<file path="src/core/tei_regs.vh">
// Constants for the terminal escape interpreter: characters, sizes, codes.
// Assumes ASCII7 characters arriving one per valid/ready handshake.
`ifndef TEI_REGS_VH
`define TEI_REGS_VH

`define TEI_CH_ENQ      7'h05
`define TEI_CH_ACK      7'h06
`define TEI_CH_BEL      7'h07
`define TEI_CH_BS       7'h08
`define TEI_CH_LF       7'h0a
`define TEI_CH_CR       7'h0d
`define TEI_CH_ESC      7'h1b
`define TEI_CH_LBR      7'h5b
`define TEI_CH_SEMI     7'h3b
`define TEI_CH_ZERO     7'h30
`define TEI_CH_NINE     7'h39
`define TEI_CH_SAVE     7'h37
`define TEI_CH_REST     7'h38
`define TEI_CH_UP       7'h41
`define TEI_CH_DOWN     7'h42
`define TEI_CH_RIGHT    7'h43
`define TEI_CH_LEFT     7'h44
`define TEI_CH_POSH     7'h48
`define TEI_CH_POSF     7'h66
`define TEI_CH_ESCR     7'h4a
`define TEI_CH_ERLN     7'h4b
`define TEI_CH_IDX      7'h44
`define TEI_CH_NEL      7'h45
`define TEI_CH_RIDX     7'h4d
`define TEI_CH_RIS      7'h63

`define TEI_COLS        7'h50
`define TEI_ROWS        5'h18
`define TEI_SCREENS     2'h3

// Blank operation codes
`define TEI_CLR_NONE    3'h0
`define TEI_CLR_SCR_END 3'h1
`define TEI_CLR_SCR_BEG 3'h2
`define TEI_CLR_SCR_ALL 3'h3
`define TEI_CLR_LN_END  3'h4
`define TEI_CLR_LN_BEG  3'h5
`define TEI_CLR_LN_ALL  3'h6

`endif

</file>
<file path="src/core/tei_interpreter.v">
// What this block does
// - ENQ sends ACK; BEL beeps; BS, LF, CR move the cursor.
// - Other control characters except ESC are dropped with no effect.
// - Sequences with numbers are ESC, open bracket, parameters, final letter.
// - ESC[nA moves up n rows, same column, never scrolls.
// - ESC[nB moves down n rows, same column, never scrolls.
// - ESC[nC moves right n columns; stays put at right edge.
// - ESC[nD moves left n columns; stays put at left edge.
// - ESC[r;cH or f places cursor one-based, clamped to 24 and 80.
// - ESC[nJ blanks to end, from start, or whole screen.
// - ESC[nK blanks to line end, from line start, or whole line.
// - ESC 7 saves cursor position; ESC 8 restores it.
// - ESC D moves down; scrolls on last row unless fourth screen.
// - ESC E moves to column one of next row.
// - ESC M moves up; scrolls back on top row unless first screen.
// - ESC c resets to power-on state and requests self test.
// - Screen is 80 columns by 24 rows; cursor bounded by them.
// - Buffer holds 96 rows, four screens; scrolling moves the window.
// - At reset the screen is cleared and cursor set to row 1, col 1.
//
// Interprets received characters; drives cursor, window and blank requests.
// Assumes the display memory acts on clearOp with the cursor shown.
`timescale 1ns/1ns
`include "tei_regs.vh"

module tei_interpreter #(
   parameter PW = 7
)(
   // Clock and reset
   input  wire        clk,
   input  wire        reset_n,
   // Received characters
   input  wire [6:0]  rxChar,
   input  wire        rxValid,
   output reg         rxReady,
   // Characters to transmit
   output reg  [6:0]  txChar,
   output reg         txValid,
   input  wire        txReady,
   // Display control
   output reg  [4:0]  cursorRow,
   output reg  [6:0]  cursorCol,
   output reg  [1:0]  screenSel,
   output reg  [2:0]  clearOp,
   output reg         beep,
   output reg         selfTest
);

   localparam ST_IDLE = 2'h0;
   localparam ST_ESC  = 2'h1;
   localparam ST_CSI  = 2'h2;

   // ----------------------------------------------------------------
   // Two-entry input buffer
   // ----------------------------------------------------------------
   // Two slots so a full-rate sender keeps ready high while we consume.
   reg  [6:0] buf0_q, buf1_q;
   reg  [1:0] cnt_q;
   // A pending ACK holds the head so replies keep the input order
   wire       txBusy = txValid && !txReady;
   wire       take   = (cnt_q != 2'h0) && !txBusy;
   wire       push   = rxValid && rxReady;
   wire [6:0] ch     = buf0_q;

   always @(posedge clk or negedge reset_n)
   begin
      if (!reset_n)
      begin
         buf0_q  <= 7'h00;
         buf1_q  <= 7'h00;
         cnt_q   <= 2'h0;
         rxReady <= 1'b0;
      end
      else
      begin
         case ({push, take})
            2'b10:
            begin
               if (cnt_q == 2'h0) buf0_q <= rxChar;
               else buf1_q <= rxChar;
               cnt_q <= cnt_q + 2'h1;
            end
            2'b01:
            begin
               buf0_q <= buf1_q;
               cnt_q  <= cnt_q - 2'h1;
            end
            2'b11:
            begin
               if (cnt_q == 2'h1) buf0_q <= rxChar;
               else
               begin
                  buf0_q <= buf1_q;
                  buf1_q <= rxChar;
               end
            end
            default: ;
         endcase
         // Registered ready looks one push ahead of the count
         rxReady <= (cnt_q == 2'h0) || (cnt_q == 2'h1 && !(push && !take))
                    || (cnt_q == 2'h2 && take && !push);
      end
   end

   // ----------------------------------------------------------------
   // Interpreter
   // ----------------------------------------------------------------
   reg  [1:0]    st_q;
   reg  [PW-1:0] p1_q, p2_q;
   reg           p1Seen_q, semi_q;
   reg  [4:0]    saveRow_q;
   reg  [6:0]    saveCol_q;

   // Digits build p1 up to the separator, then p2
   wire isDigit = (ch >= `TEI_CH_ZERO) && (ch <= `TEI_CH_NINE);
   wire [3:0] dig = ch[3:0];
   // Move count: missing or zero reads as one
   wire [PW-1:0] cnt = (p1_q == {PW{1'b0}}) ?
                       {{(PW-1){1'b0}}, 1'b1} : p1_q;
   wire [7:0] cntW = {{(8-PW){1'b0}}, cnt};
   wire [7:0] rowW = {3'h0, cursorRow};
   wire [7:0] colW = {1'h0, cursorCol};
   wire [7:0] p1W  = {{(8-PW){1'b0}}, p1_q};
   wire [7:0] p2W  = {{(8-PW){1'b0}}, p2_q};
   wire [PW+3:0] accA = {p1_q, 3'h0} + {2'h0, p1_q, 1'b0} + {{PW{1'b0}}, dig};
   wire [PW+3:0] accB = {p2_q, 3'h0} + {2'h0, p2_q, 1'b0} + {{PW{1'b0}}, dig};

   always @(posedge clk or negedge reset_n)
   begin
      if (!reset_n)
      begin
         st_q      <= ST_IDLE;
         p1_q      <= {PW{1'b0}};
         p2_q      <= {PW{1'b0}};
         p1Seen_q  <= 1'b0;
         semi_q    <= 1'b0;
         cursorRow <= 5'h01;
         cursorCol <= 7'h01;
         screenSel <= 2'h0;
         // Reset asks the display to blank the whole screen
         clearOp   <= `TEI_CLR_SCR_ALL;
         beep      <= 1'b0;
         selfTest  <= 1'b0;
         txChar    <= 7'h00;
         txValid   <= 1'b0;
         saveRow_q <= 5'h01;
         saveCol_q <= 7'h01;
      end
      else
      begin
         clearOp  <= `TEI_CLR_NONE;
         beep     <= 1'b0;
         selfTest <= 1'b0;
         if (txValid && txReady)
            txValid <= 1'b0;
         if (take)
         begin
            case (st_q)
               ST_IDLE:
               begin
                  case (ch)
                     `TEI_CH_ENQ:
                     begin
                        txChar  <= `TEI_CH_ACK;
                        txValid <= 1'b1;
                     end
                     `TEI_CH_BEL: beep <= 1'b1;
                     `TEI_CH_BS:
                        if (cursorCol > 7'h01)
                           cursorCol <= cursorCol - 7'h01;
                     `TEI_CH_LF:
                        if (cursorRow < `TEI_ROWS)
                           cursorRow <= cursorRow + 5'h01;
                     `TEI_CH_CR: cursorCol <= 7'h01;
                     `TEI_CH_ESC: st_q <= ST_ESC;
                     default: ;
                  endcase
               end
               ST_ESC:
               begin
                  st_q <= ST_IDLE;
                  case (ch)
                     `TEI_CH_LBR:
                     begin
                        st_q     <= ST_CSI;
                        p1_q     <= {PW{1'b0}};
                        p2_q     <= {PW{1'b0}};
                        p1Seen_q <= 1'b0;
                        semi_q   <= 1'b0;
                     end
                     `TEI_CH_SAVE:
                     begin
                        saveRow_q <= cursorRow;
                        saveCol_q <= cursorCol;
                     end
                     `TEI_CH_REST:
                     begin
                        cursorRow <= saveRow_q;
                        cursorCol <= saveCol_q;
                     end
                     // Same code as cursor-left; the state tells them apart
                     `TEI_CH_IDX:
                        if (cursorRow < `TEI_ROWS)
                           cursorRow <= cursorRow + 5'h01;
                        else if (screenSel != `TEI_SCREENS)
                           screenSel <= screenSel + 2'h1;
                     `TEI_CH_NEL:
                     begin
                        cursorCol <= 7'h01;
                        if (cursorRow < `TEI_ROWS)
                           cursorRow <= cursorRow + 5'h01;
                     end
                     `TEI_CH_RIDX:
                        if (cursorRow > 5'h01)
                           cursorRow <= cursorRow - 5'h01;
                        else if (screenSel != 2'h0)
                           screenSel <= screenSel - 2'h1;
                     `TEI_CH_RIS:
                     begin
                        cursorRow <= 5'h01;
                        cursorCol <= 7'h01;
                        screenSel <= 2'h0;
                        // Saved spot is dropped too; a later restore goes home
                        saveRow_q <= 5'h01;
                        saveCol_q <= 7'h01;
                        clearOp   <= `TEI_CLR_SCR_ALL;
                        selfTest  <= 1'b1;
                     end
                     default: ;
                  endcase
               end
               ST_CSI:
               begin
                  if (isDigit)
                  begin
                     // Saturate so long parameters cannot wrap
                     if (!semi_q)
                     begin
                        p1_q <= accA[PW+3:PW] != 4'h0 ? {PW{1'b1}}
                                : accA[PW-1:0];
                        p1Seen_q <= 1'b1;
                     end
                     else
                        p2_q <= accB[PW+3:PW] != 4'h0 ? {PW{1'b1}}
                                : accB[PW-1:0];
                  end
                  else if (ch == `TEI_CH_SEMI)
                     semi_q <= 1'b1;
                  else
                  begin
                     // Any other character ends the sequence
                     st_q <= ST_IDLE;
                     // Moves saturate at the screen edge rather than wrap
                     case (ch)
                        `TEI_CH_UP:
                           cursorRow <= (rowW > cntW) ?
                              cursorRow - cnt[4:0] : 5'h01;
                        `TEI_CH_DOWN:
                           cursorRow <= (rowW + cntW < {3'h0, `TEI_ROWS}) ?
                              cursorRow + cnt[4:0] : `TEI_ROWS;
                        `TEI_CH_RIGHT:
                           cursorCol <= (colW + cntW < {1'h0, `TEI_COLS}) ?
                              cursorCol + cnt[6:0] : `TEI_COLS;
                        `TEI_CH_LEFT:
                           cursorCol <= (colW > cntW) ?
                              cursorCol - cnt[6:0] : 7'h01;
                        `TEI_CH_POSH, `TEI_CH_POSF:
                        begin
                           cursorRow <= (p1W > {3'h0, `TEI_ROWS}) ? `TEI_ROWS
                              : (p1W == 8'h00 ? 5'h01 : p1W[4:0]);
                           cursorCol <= (p2W > {1'h0, `TEI_COLS}) ? `TEI_COLS
                              : (p2W == 8'h00 ? 7'h01 : p2W[6:0]);
                        end
                        `TEI_CH_ESCR:
                        // Blank values above 2 are ignored
                           case (p1W)
                              8'h00: clearOp <= `TEI_CLR_SCR_END;
                              8'h01: clearOp <= `TEI_CLR_SCR_BEG;
                              8'h02: clearOp <= `TEI_CLR_SCR_ALL;
                              default: ;
                           endcase
                        `TEI_CH_ERLN:
                           case (p1W)
                              8'h00: clearOp <= `TEI_CLR_LN_END;
                              8'h01: clearOp <= `TEI_CLR_LN_BEG;
                              8'h02: clearOp <= `TEI_CLR_LN_ALL;
                              default: ;
                           endcase
                        default: ;
                     endcase
                  end
               end
               default: st_q <= ST_IDLE;
            endcase
         end
      end
   end

endmodule // tei_interpreter

</file>
<file path="config.mk">
export PLATFORM = sky130hd
export DESIGN_NAME = tei_interpreter
export DESIGN_NICKNAME = d
export VERILOG_FILES = /design/src/core/tei_interpreter.v
export VERILOG_INCLUDE_DIRS = /design/src /design/src/core
export SDC_FILE = /design/constraint.sdc
export NUM_CORES = 1
export LEC_CHECK = 0
export ABC_AREA = 1
export BUFFER_PORTS_ARGS = -buffer_cell sky130_fd_sc_hd__buf_2
export CAP_MARGIN = 20
export CORE_ASPECT_RATIO = 0.7
export CORE_UTILIZATION = 35
export CTS_BUF_LIST = sky130_fd_sc_hd__clkbuf_4 sky130_fd_sc_hd__clkbuf_8
export CTS_CLUSTER_DIAMETER = 120
export DETAILED_ROUTE_END_ITERATION = 12
export PLACE_DENSITY = 0.61
export SYNTH_ARGS = -nofsm -noshare
export SYNTH_HDL_FRONTEND = slang
export SYNTH_SLANG_ARGS = --single-unit
</file>
<file path="constraint.sdc">
create_clock -name clk -period 4.3 [get_ports clk]
set_input_delay 0.86 -clock clk [delete_from_list [all_inputs] [get_ports clk]]
set_output_delay 0.86 -clock clk [all_outputs]
set_load 0.005 [all_outputs]
</file>
Word level (Yosys, flattened, before mapping)

Index checks and enable logic that the tools add are counted.

Add/subtract/negate cells: 17
Order comparisons: 11
Equal/unequal tests: 54
Multiplexer cells: 74
Reductions and logical operators: 46

Operators by type and width:

| cell               | count |
|---|---|
| $mux 7             | 19 |
| $eq 7x7->1 const B | 12 |
| $pmux 7 s2         | 6 |
| $pmux 7 s3         | 3 |
| $mux 5             | 9 |
| $pmux 5 s3         | 2 |
| $ne 2x2->1 const B | 14 |
| $add 10x8->11      | 2 |
| $add 11x4->11      | 2 |
| $eq 7x4->1 const B | 3 |
| $eq 7x6->1 const B | 3 |
| $pmux 5 s4         | 1 |
| $mux 2             | 9 |
| $pmux 2 s3         | 3 |
| $logic_not 8->1    | 2 |
| $reduce_and 8->1   | 2 |
| $reduce_and 5->1   | 3 |
| $eq 7x3->1 const B | 2 |
| $mux 1             | 13 |
| $pmux 3 s2         | 2 |
| $reduce_bool 2->1  | 6 |
| $pmux 5 s2         | 1 |
| $logic_and 1x1->1  | 9 |
| $mux 3             | 3 |
| other kinds (47)   | 71 |

Register bits: 67
Input bits: 11
Output and inout port bits: 28
Logic and storage cells: 220

Depth between registers and ports, before layout

Gate-level depths: netlist of run 1.

Word-level depth: 10
Gate-level depth with buffers: 19
Gate-level depth less buffers: 19

Least setup slack after synthesis of run 1

Ideal clock, no wire load.

Path kind: register to register
Start: reg p1_q[5]
End: reg cursorRow[4]
Setup time: 0.116 ns
Data arrival time: 2.889 ns
Required time: 4.184 ns
Slack: 1.295 ns
Stages on the path, launching flop included: 20
Buffers on the path: 0
Period minus slack after synthesis: 3.005 ns
Path through: dfrtp_1 > nor2_1 > nand4_1 > o21ai_0 > ha_1 > inv_1 > fa_1 > nand3b_1 > nand2_1 > nand2_1 > nand2_1 > nor2_1 > nor2_1 > nand3_1 > nand2_1 > nand3_1 > nand2_1 > nand2_1 > nand2_1 > nand2_1

Longest elaborated chain between the ends: 9
Elaborated cells on any way between the ends: 17
Classes of those cells: 3 x add/sub; 3 x order compare; 9 x mux; 2 x reduce/logical

RTL lines:

| element                  | RTL line              | text |
|---|---|---|
| start: declaration       | tei_interpreter.v:109 | `reg [PW-1:0] p1_q, p2_q;` |
| start signal: assignment | tei_interpreter.v:133 | `p1_q <= {PW{1'b0}};` |
| start signal: assignment | tei_interpreter.v:186 | `p1_q <= {PW{1'b0}};` |
| start signal: assignment | tei_interpreter.v:239 | `p1_q <= accA[PW+3:PW] != 4'h0 ? {PW{1'b1}}` |
| $logic_not 7->1          | tei_interpreter.v:118 | `wire [PW-1:0] cnt = (p1_q == {PW{1'b0}}) ?` |
| $mux 7                   | tei_interpreter.v:118 |  |
| $add 5x7->8              | tei_interpreter.v:259 | `` cursorRow <= (rowW + cntW < {3'h0, `TEI_ROWS}) ? `` |
| $lt 8x5->1               | tei_interpreter.v:259 |  |
| $mux 5 (no line)         | -                     |  |
| $pmux 5 s3 (*)           | tei_interpreter.v:254 | `case (ch)` |
| $mux 5 (*)               | tei_interpreter.v:247 | `` else if (ch == `TEI_CH_SEMI) `` |
| $mux 5 (*)               | tei_interpreter.v:234 | `if (isDigit)` |
| $pmux 5 s3 (*)           | tei_interpreter.v:158 | `case (st_q)` |
| end signal: assignment   | tei_interpreter.v:173 | `cursorRow <= cursorRow + 5'h01;` |
| end signal: assignment   | tei_interpreter.v:256 | `cursorRow <= (rowW > cntW) ?` |
| end signal: assignment   | tei_interpreter.v:259 |  |
| end: declaration         | tei_interpreter.v:41  | `output reg [4:0] cursorRow,` |

Mark *: on every way between the ends. The rest lies on a longest branch, timed or not. The select of a mux whose other input is x is not followed.
A chain may end at the register's enable or synchronous reset.

Worst setup path in the final report of run 1

Start: reg p1_q[5]
End: reg cursorCol[0]

Longest elaborated chain between the ends: 9
Elaborated cells on any way between the ends: 13
Classes of those cells: 3 x add/sub; 2 x order compare; 7 x mux; 1 x reduce/logical

RTL lines:

| element                | RTL line              | text |
|---|---|---|
| $logic_not 7->1        | tei_interpreter.v:118 |  |
| $mux 7 (*)             | tei_interpreter.v:118 |  |
| $add 7x7->8            | tei_interpreter.v:262 | `` cursorCol <= (colW + cntW < {1'h0, `TEI_COLS}) ? `` |
| $lt 8x7->1             | tei_interpreter.v:262 |  |
| $mux 7 (no line)       | -                     |  |
| $pmux 7 s3 (*)         | tei_interpreter.v:254 |  |
| $mux 7 (*)             | tei_interpreter.v:247 |  |
| $mux 7 (*)             | tei_interpreter.v:234 |  |
| $pmux 7 s3 (*)         | tei_interpreter.v:158 |  |
| end signal: assignment | tei_interpreter.v:170 | `cursorCol <= cursorCol - 7'h01;` |
| end signal: assignment | tei_interpreter.v:262 |  |
| end signal: assignment | tei_interpreter.v:265 | `cursorCol <= (colW > cntW) ?` |
| end: declaration       | tei_interpreter.v:42  | `output reg [6:0] cursorCol,` |

Marks and branches as above.

==> results of run 1 <==
cells in the mapped netlist (3+ instances only):
master,instances
a21oi_1,57
a21oi_2,3
a32oi_1,7
buf_2,4
buf_4,10
clkbuf_1,12
dfrtp_1,61
dfstp_2,6
fa_1,8
ha_1,66
inv_1,103
inv_2,9
mux2_2,7
nand2_1,190
nand2_2,6
nand3_1,78
nand3_2,4
nand3b_1,3
nand4_1,12
nor2_1,106
nor2_2,3
nor2_4,3
nor3_1,7
nor3_2,3
o211ai_1,4
o21a_1,3
o21ai_0,45
o21ai_1,4
o22ai_1,8
or2_2,6
xnor2_1,3
xor2_1,14
kinds of logic (layout without fill, tap and decap cells):
kind of cell / Yosys count / in the layout
AOI/OAI and AO/OA: 145 / 145
xor gates and xnor gates: 17 / 17
adders and majority gates: 74 / 74
buffers and inverters: 139 / 165
DFF: 67 / 67
muxes: 7 / 7
other: 1 / 5
and+or+nand+nor: 428 / 428
layout make-up:
cell class	instances	area (µm²)
clock inverter	4	97.6
fill	1833	10400
timing repair buffer	36	188
sequential	67	1680
tap	231	289
multi-input combinational	676	3980
clock buffer	12	159
inverter	113	425
path summary, 6_finish.rpt:
check,from,end,slack (ns),cells past startpoint
setup reg to reg,p1_q[5],cursorCol[0],0.51,18
hold reg to reg,txChar[1],txChar[1],0.50,1
setup / recovery,p1_q[5],cursorCol[0],0.51,18
max in group asynchronous,reset_n,p2_q[5],2.85,2
hold / removal,reset_n,cursorCol[1],0.44,1
min in group clk,txChar[1],txChar[1],0.50,1
layer usage:
| layer | global-route usage, % | up-vias | share of wire [%] |
|---|---|---|---|
| li1 | - | 2943 | - |
| met4 | 4.84 | 0 | 1.4 |
| met5 | 0 | - | 0 |
| met1 | 31.5 | 2721 | 53 |
| met3 | 4.29 | 20 | 6.9 |
| met2 | 27.4 | 195 | 38 |
placed cells by master (no fill, tap or decap), types with 5 or more instances in the layout:
cell type and instances:
nand3_1 78, dfstp_2 6, xor2_1 14, nand2_2 6
dfrtp_1 61, ha_1 66, o21ai_0 45, a32oi_1 7
o22ai_1 8, or2_2 6, nor3_1 7, conb_1 5
clkbuf_8 11, inv_1 103, mux2_2 7, buf_2 33
nor2_1 106, a21oi_1 57, nand4_1 12, inv_2 9
nand2_1 190, fa_1 8
sequential cells by signal (all words and copies together), names as in the netlist:
name       flops
cursorCol      7
semi_q         1
saveCol_q      7
buf0_q         7
beep           1
selfTest       1
cnt_q          2
buf1_q         7
clearOp        3
p1_q           7
st_q           2
rxReady        1
txValid        1
txChar         1
screenSel      2
saveRow_q      5
p2_q           7
cursorRow      5
through the flow:
step	worst slack [ns]	hold slack (ns)	power, mW	cells	cell area, µm²
6_report	0.506	0.436	4.29	1139	6830
5_1_grt	0.217	0.477	4.69	1139	6830
4_1_cts	0.585	0.452	4.26	1139	6830
3_5_place_dp	0.608	0.484	3.54	1123	6570
3_3_place_gp	0.814	0.481	3.54	1123	6570
2_1_floorplan	1.29	0.466	2.90	882	6230
power groups by stage:
stage | combinational (mW) | clock (mW) | sequential [mW]
2_1_floorplan | 1.86 | 0 | 1.03
3_3_place_gp | 2.38 | 0 | 1.16
3_5_place_dp | 2.38 | 0 | 1.17
4_1_cts | 2.40 | 0.707 | 1.16
5_1_grt | 2.77 | 0.734 | 1.19
6_report | 2.43 | 0.696 | 1.16
worst max-delay path, cell delays in order, from the launching register on:
cell and delay, ns:
dfrtp_1 0.46, nor2_1 0.27, nand4_1 0.20, o21ai_0 0.76, ha_1 0.34, inv_1 0.07
fa_1 0.40, inv_1 0.09, nand3_1 0.08, nand2_1 0.08, xor2_1 0.22, nand2_1 0.08
nand2_1 0.13, nand2_1 0.08, o21ai_0 0.17, nand3_1 0.11, nand2_1 0.09, nand2_1 0.05
nand2_1 0.05
==> reports/metrics.yaml, run 1 <==
synth_xor_area_share_pct: 2.39
rsz0062_at_grt: "false"
die_h_um: 114
synth_simple_gate_area_share_pct: 30.8
grt.total_usage_pct: 20.1
antenna_found_initial: 0
critPathKind: "flip-flop to flip-flop"
diodes: 0
fmax_ghz: 0.264
clk_latency_ns: 0.38
cts-resized-gates: 0
synth_area_leaders: "dfrtp_1 (25%), ha_1 (13%), nand2_1 (11%)"
ys_seq_area_share_pct: 27.1
initial_core_util_pct: 36.0
drc: 0
synth-compound-area-share_pct: 13.4
yosys.area.top_type_share_pct: 24.5
grt_first_pass_wirelength_um: 28800
routed_wirelength_um: 17500
cts-hold-fix-buffers: 0
switchingPower_mw: 2.14
min_path_type: "primary input to async pin"
required_ns: 4.62
clkPwrFrac_pct: 16.2
clock-sinks: 67
finalSetupTns_ns: 0
comb_power_share_pct: 56.8
yosys.area.top_type: "dfrtp_1"
period_share_pct: 88.2
finalCoreUtilization_pct: 39.5
postSynthAreaPerCell_um2: 7.08
h-tree-depth: 3
worstPathMaxFanout: 6
io-pin-count: 39
cts-root-buf: "clkbuf_8"
synthAdderAreaFrac_pct: 15.9
rows: 40
worstSetupStartpointType: "flip-flop"
cts_tree: "yes"
fin_skew_ns: 0.0142
wl_per_cell_um: 15.4
finalCriticalPeriod_ns: 3.79
place.detailed.hpwl_um: 13700
die_w_um: 161
dieArea_mm2: 0.0183
dominantRegCellSynth: "dfrtp_1"
status: "complete, no violations"
switching_share_pct: 50.0
area_growth_pct: 9.78
seq_power_share_pct: 27.0
port_buffers: 33
setup_violations: 0
grt.overflow.total: 0
synth-async-reset-ratio_pct: 100
clock_path_buffers: 2
ant_nets: 0
post_cts_buffers: 0
synthMuxAreaShare_pct: 1.27
tightest_slew_ns: 0.911
synth_top_family_by_area: "simple AND/OR/NAND/NOR gates"
syn_area_mm2: 0.00622
final_nets: 988
yosysUniqueCellTypes: 50
synth-edff-count: 0
maxSlewViolCount: 0
numCtsBuffers: 9
core_mm2: 0.0173
drv_cap: 0
vias_per_cell: 5.16
vdd_ir_drop_max_mv: 0.253
crit_path_end_kind: "flip-flop"
synthCells: 878
hold_viol: 0
path_clk_slew_ns: 0.09
slew_headroom_pct: 38.6
cellPowerDensity_mw_per_mm2: 628
firstDrtPassIters: 5
vias: 5879
grt_max_degree: 48
final_layout_size_suffix_gt1_share_pct: 12.1
ys_seq_elements: 67
p_int_mw: 2.14
arrival_ns: 4.12
drt_iter0_drc: 528
grt_pass1_vias: 5388
leakagePower_nw: 3.52
globalplace.congestion: 0.937
ys.warnings.count: 0
No activity file was read; power rests on OpenSTA's default activity.
==> run 2: changes to the inputs <==
--- a/config.mk
+++ b/config.mk
@@ -12,9 +12,8 @@
 export CORE_ASPECT_RATIO = 0.7
 export CORE_UTILIZATION = 35
 export CTS_BUF_LIST = sky130_fd_sc_hd__clkbuf_4 sky130_fd_sc_hd__clkbuf_8
-export CTS_CLUSTER_DIAMETER = 120
 export DETAILED_ROUTE_END_ITERATION = 12
-export PLACE_DENSITY = 0.61
+export PLACE_DENSITY_LB_ADDON = 0.12
 export SYNTH_ARGS = -nofsm -noshare
 export SYNTH_HDL_FRONTEND = slang
 export SYNTH_SLANG_ARGS = --single-unit
==> run 2 against run 1 <==
Net effect: die area did not move; critical path depth rose by 1; worst hold slack better by 0.069 ns; utilization up 0.23 points; via count is 1.6% lower; largest cell class unchanged; setup slack improved by 0.52 ns.
==> reports/metrics.yaml, run 2 (same netlist as run 1, synthesis figures left out) <==
switching_share_pct: 49.9
die_h_um: 114
clock_path_buffers: 2
numCtsBuffers: 9
h-tree-depth: 3
place.detailed.hpwl_um: 14400
cts-resized-gates: 0
cellPowerDensity_mw_per_mm2: 634
grt.total_usage_pct: 21.2
core_mm2: 0.0173
vias_per_cell: 5.07
final_cell_mix: "nand2_1 (190), nor2_1 (106), inv_1 (103)"
comb_power_share_pct: 56.3
die_w_um: 161
clkPwrFrac_pct: 17.1
hold_ws_ns: 0.506
layout_commonest_cell: "nand2_1"
setup_violations: 0
place_area_mm2: 0.00659
wl_per_cell_um: 16.1
seq_power_share_pct: 26.6
globalplace.congestion: 0.904
tightest_slew_ns: 0.822
port_buffers: 33
slew_headroom_pct: 45.2
p_int_mw: 2.18
clock-sinks: 67
drv_cap: 0
final_layout_size_suffix_gt1_share_pct: 12.4
routed_wirelength_um: 18400
fmax_ghz: 0.305
worstPathMaxFanout: 6
arrival_ns: 3.60
dieArea_mm2: 0.0183
initial_core_util_pct: 36.0
drt_iter0_drc: 490
final_nets: 991
firstDrtPassIters: 7
required_ns: 4.62
finalSetupTns_ns: 0
rows: 40
crit_path_end_kind: "flip-flop"
path_clk_slew_ns: 0.08
critPathKind: "flip-flop to flip-flop"
antenna_found_initial: 0
cts-hold-fix-buffers: 0
grt_max_degree: 35
finalCriticalPeriod_ns: 3.28
status: "complete, no violations"
vdd_ir_drop_max_mv: 0.206
vias: 5787
diodes: 0
period_share_pct: 76.2
grt_first_pass_wirelength_um: 29800
cts_tree: "yes"
fin_area_mm2: 0.00687
ant_nets: 0
n_fill_cell: 1882
finalPower_mw: 4.36
hold_viol: 0
leakagePower_nw: 3.54
clk_latency_ns: 0.38
fin_skew_ns: 0.0100
post_cts_buffers: 0
area_growth_pct: 10.4
maxSlewViolCount: 0
cts-root-buf: "clkbuf_8"
grt_pass1_vias: 5389
io-pin-count: 39
drc: 0
worstSetupStartpointType: "flip-flop"
switchingPower_mw: 2.17
rsz0062_at_grt: "false"
grt.overflow.total: 0
min_path_type: "flip-flop to flip-flop"
-- run 2: cell count changes in the layout (fill, tap and decap cells not counted) --
cell       before  now
clkbuf_4        1    0
clkinv_4        0    1
clkbuf_8       11   10
bufinv_16       3    4
buf_4           3    6
-- run 2: final timing paths --
check,from,cells past startpoint,slack [ns],endpoint
worst max-delay path,p1_q[5],19,1.02,cursorCol[0]
worst min-delay path,semi_q,1,0.51,semi_q
worst max register to register,p1_q[5],19,1.02,cursorCol[0]
worst min register to register,semi_q,1,0.51,semi_q
max in group asynchronous,reset_n,2,2.73,clearOp[1]
min in group asynchronous,reset_n,1,0.57,buf0_q[5]
-- run 2: final cells by class --
class                           instances  area [µm²]  area share [%]
Timing Repair Buffer                   39         210            3.06
Multi-Input combinational cell        676        3980            58.0
Clock inverter                          6         136            1.99
Clock buffer                           10         138            2.00
Sequential cell                        67        1680            24.5
Inverter                              113         425            6.20
Tap cell                              231         289            4.21
-- run 2: worst max-delay path, cell delays in order, from the launching register on --
cell	delay, ns
dfrtp_1	0.46
nor2_1	0.27
nand4_1	0.21
o21ai_0	0.19
buf_4	0.18
ha_1	0.19
inv_1	0.06
fa_1	0.40
inv_1	0.11
nand3_1	0.08
nand2_1	0.08
xor2_1	0.24
nand2_1	0.08
nand2_1	0.14
nand2_1	0.09
o21ai_0	0.17
nand3_1	0.09
nand2_1	0.08
nand2_1	0.05
nand2_1	0.05
-- run 2: power by group through the flow --
stage          clock (mW)  combinational, mW  sequential, mW
2_1_floorplan           0               1.86            1.03
6_report            0.746               2.45            1.16
5_1_grt             0.786               2.79            1.19
3_5_place_dp            0               2.40            1.17
4_1_cts             0.766               2.42            1.16
3_3_place_gp            0               2.46            1.17
-- run 2: stage by stage --
step / instances / setup WS (ns) / utilization, %
floorplan: 882 / 1.29 / -
global placement: 1126 / 1.17 / 38.2
detailed placement: 1126 / 1.10 / 38.2
CTS: 1142 / 1.06 / 39.8
global route: 1142 / 0.688 / 39.8
finish: 1142 / 1.02 / 39.8
-- run 2: layer usage --
layer  wire [µm]  global-route usage [%]
met4         195                    5.03
met2        6840                    28.0
met5           0                       0
met3        1380                    5.27
met1        9990                    33.4
==> run 3: changes to the inputs <==
==> constraint.sdc (replaced) <==
create_clock -name clk -period 2.7 [get_ports clk]
set_input_delay 0.54 -clock clk [delete_from_list [all_inputs] [get_ports clk]]
set_output_delay 0.54 -clock clk [all_outputs]
set_load 0.005 [all_outputs]
==> run 3 against run 2 <==
Net effect: cell area is 8.3% higher; register-to-register slack got worse by 1.2 ns; largest power group unchanged; power rose by 66%; via count rose by 4.8%; first-iteration DRC count down 3.9%; die area is the same; the run now ends with setup timing left; setup slack worse by 1.2 ns; sequential power grew 41%; combinational power increased by 87%; clock power rose by 33%; largest cell class unchanged; utilization rose by 3.3 points; non-clock buffer count increased by 62; critical path type unchanged.
==> reports/metrics.yaml, run 3 (same netlist as run 1, synthesis figures left out) <==
status: "finished with violations"
violations: "setup timing"
rsz0062_at_grt: "true"
dpl.cell_count: 1168
final_nets: 1053
maxSlewViolCount: 0
firstDrtPassIters: 5
clk_latency_ns: 0.37
layout_commonest_cell: "nand2_1"
cellPowerDensity_mw_per_mm2: 969
grt_first_pass_wirelength_um: 31300
drc: 0
n_fill_cell: 1812
clock_path_buffers: 2
path_common_cell: "nand2_1"
rows: 40
globalplace.congestion: 0.942
area_growth_pct: 19.6
h-tree-depth: 3
min_path_type: "primary input to async pin"
cts-hold-fix-buffers: 0
worstSetupStartpointType: "flip-flop"
path_clk_slew_ns: 0.08
dieArea_mm2: 0.0183
grt_pass1_vias: 5704
die_w_um: 161
finalCriticalPeriod_ns: 2.84
finalNonFillerCells: 1204
initial_core_util_pct: 36.0
cts_tree: "yes"
path_delay_family: "simple AND/OR/NAND/NOR gates"
comb_power_share_pct: 63.6
grt.total_usage_pct: 22.3
period_share_pct: 105
ant_nets: 0
fmax_ghz: 0.352
fin_ws_ns: -0.143
grt.overflow.total: 0
required_ns: 3.00
critPathKind: "flip-flop to flip-flop"
slew_headroom_pct: 39.1
antenna_found_initial: 0
drv_cap: 0
hold_ws_ns: 0.295
hold_viol: 0
crit_chain: "nor2_2, nand4_1, o21ai_2, ha_2, inv_2, fa_2, inv_2, nand3_2, nand2_2, xor2_2, nand2_1, nand2_2, nand3_2, nand2_1, nand2_1, nand2_1, nand2_1, a21oi_2"
die_h_um: 114
vias: 6062
final_cell_mix: "nand2_1 (185), inv_1 (100), nor2_1 (100)"
routed_wirelength_um: 19300
place.detailed.hpwl_um: 14800
setup_violations: 15
seq_power_share_pct: 22.6
switchingPower_mw: 3.59
vias_per_cell: 5.03
cts-root-buf: "clkbuf_8"
numCtsBuffers: 9
grt_max_degree: 68
diodes: 0
clkPwrFrac_pct: 13.7
cpPeakStageDelay_ns: 0.39
port_buffers: 33
io-pin-count: 39
cpMaxStageDelayCell: "dfrtp_1"
crit_path_end_kind: "flip-flop"
clock-sinks: 67
core_mm2: 0.0173
finalCoreUtilization_pct: 43.1
critPathBufInv: 2
switching_share_pct: 49.8
drt_iter0_drc: 471
fin_skew_ns: 0.00645
place_ws_ns: -0.173
arrival_ns: 3.14
leakagePower_nw: 3.83
tightest_slew_ns: 0.913
vdd_ir_drop_max_mv: 0.348
final_layout_size_suffix_gt1_share_pct: 22.1
wl_per_cell_um: 16.1
p_int_mw: 3.62
worstPathMaxFanout: 5
-- run 3: layout make-up --
cell class,instances,area (µm²),area share (%)
clock buffers,11,145,1.95
clock inverters,5,77.6,1.04
inverters,113,425,5.72
multi-input cells,676,4130,55.6
flip-flops and latches,67,1690,22.7
well taps,231,289,3.89
repair buffers,101,682,9.17
-- run 3: stage by stage --
stage	cell area (µm²)	total power, mW	setup TNS (ns)
2_1_floorplan	6250	4.62	0
3_3_place_gp	6930	6.03	-0.349
3_5_place_dp	6930	5.96	-1.26
4_1_cts	7290	7.08	-0.309
5_1_grt	7440	7.88	-4.05
6_report	7440	7.21	-1.36
-- run 3: power groups by stage --
stage               clock [mW]  combinational, mW  sequential (mW)
CTS                       1.01               4.43             1.63
global placement             0               4.38             1.65
finish                   0.991               4.59             1.63
global route              1.05               5.15             1.68
detailed placement           0               4.31             1.65
floorplan                    0               2.98             1.65
-- run 3: path summary, 6_finish.rpt --
kind	endpoint	startpoint	depth (start not counted)	slack (ns)
max	cursorCol[5]	p1_q[6]	18	-0.14
min	cnt_q[1]	reset_n	1	0.29
max reg2reg	cursorCol[5]	p1_q[6]	18	-0.14
min reg2reg	semi_q	semi_q	1	0.50
max in group asynchronous	buf0_q[3]	reset_n	1	1.77
min in group clk	buf1_q[5]	rxChar[5]	2	0.42
-- run 3: per-layer routing --
| layer | up-vias | global-route usage [%] | part of all wire (%) |
|---|---|---|---|
| met5 | - | 0 | 0 |
| met4 | 0 | 5.03 | 1.0 |
| met3 | 12 | 3.56 | 4.5 |
| met2 | 138 | 30.9 | 39 |
| met1 | 2848 | 35.3 | 55 |
| li1 | 3064 | - | - |
-- run 3: repair_timing --
item                       in CTS  in global routing
buffers inserted               16                  4
setup endpoints to repair      12                 26
cloned                          0                  0
gates resized for setup        11                 27
pin swaps                      16                 32
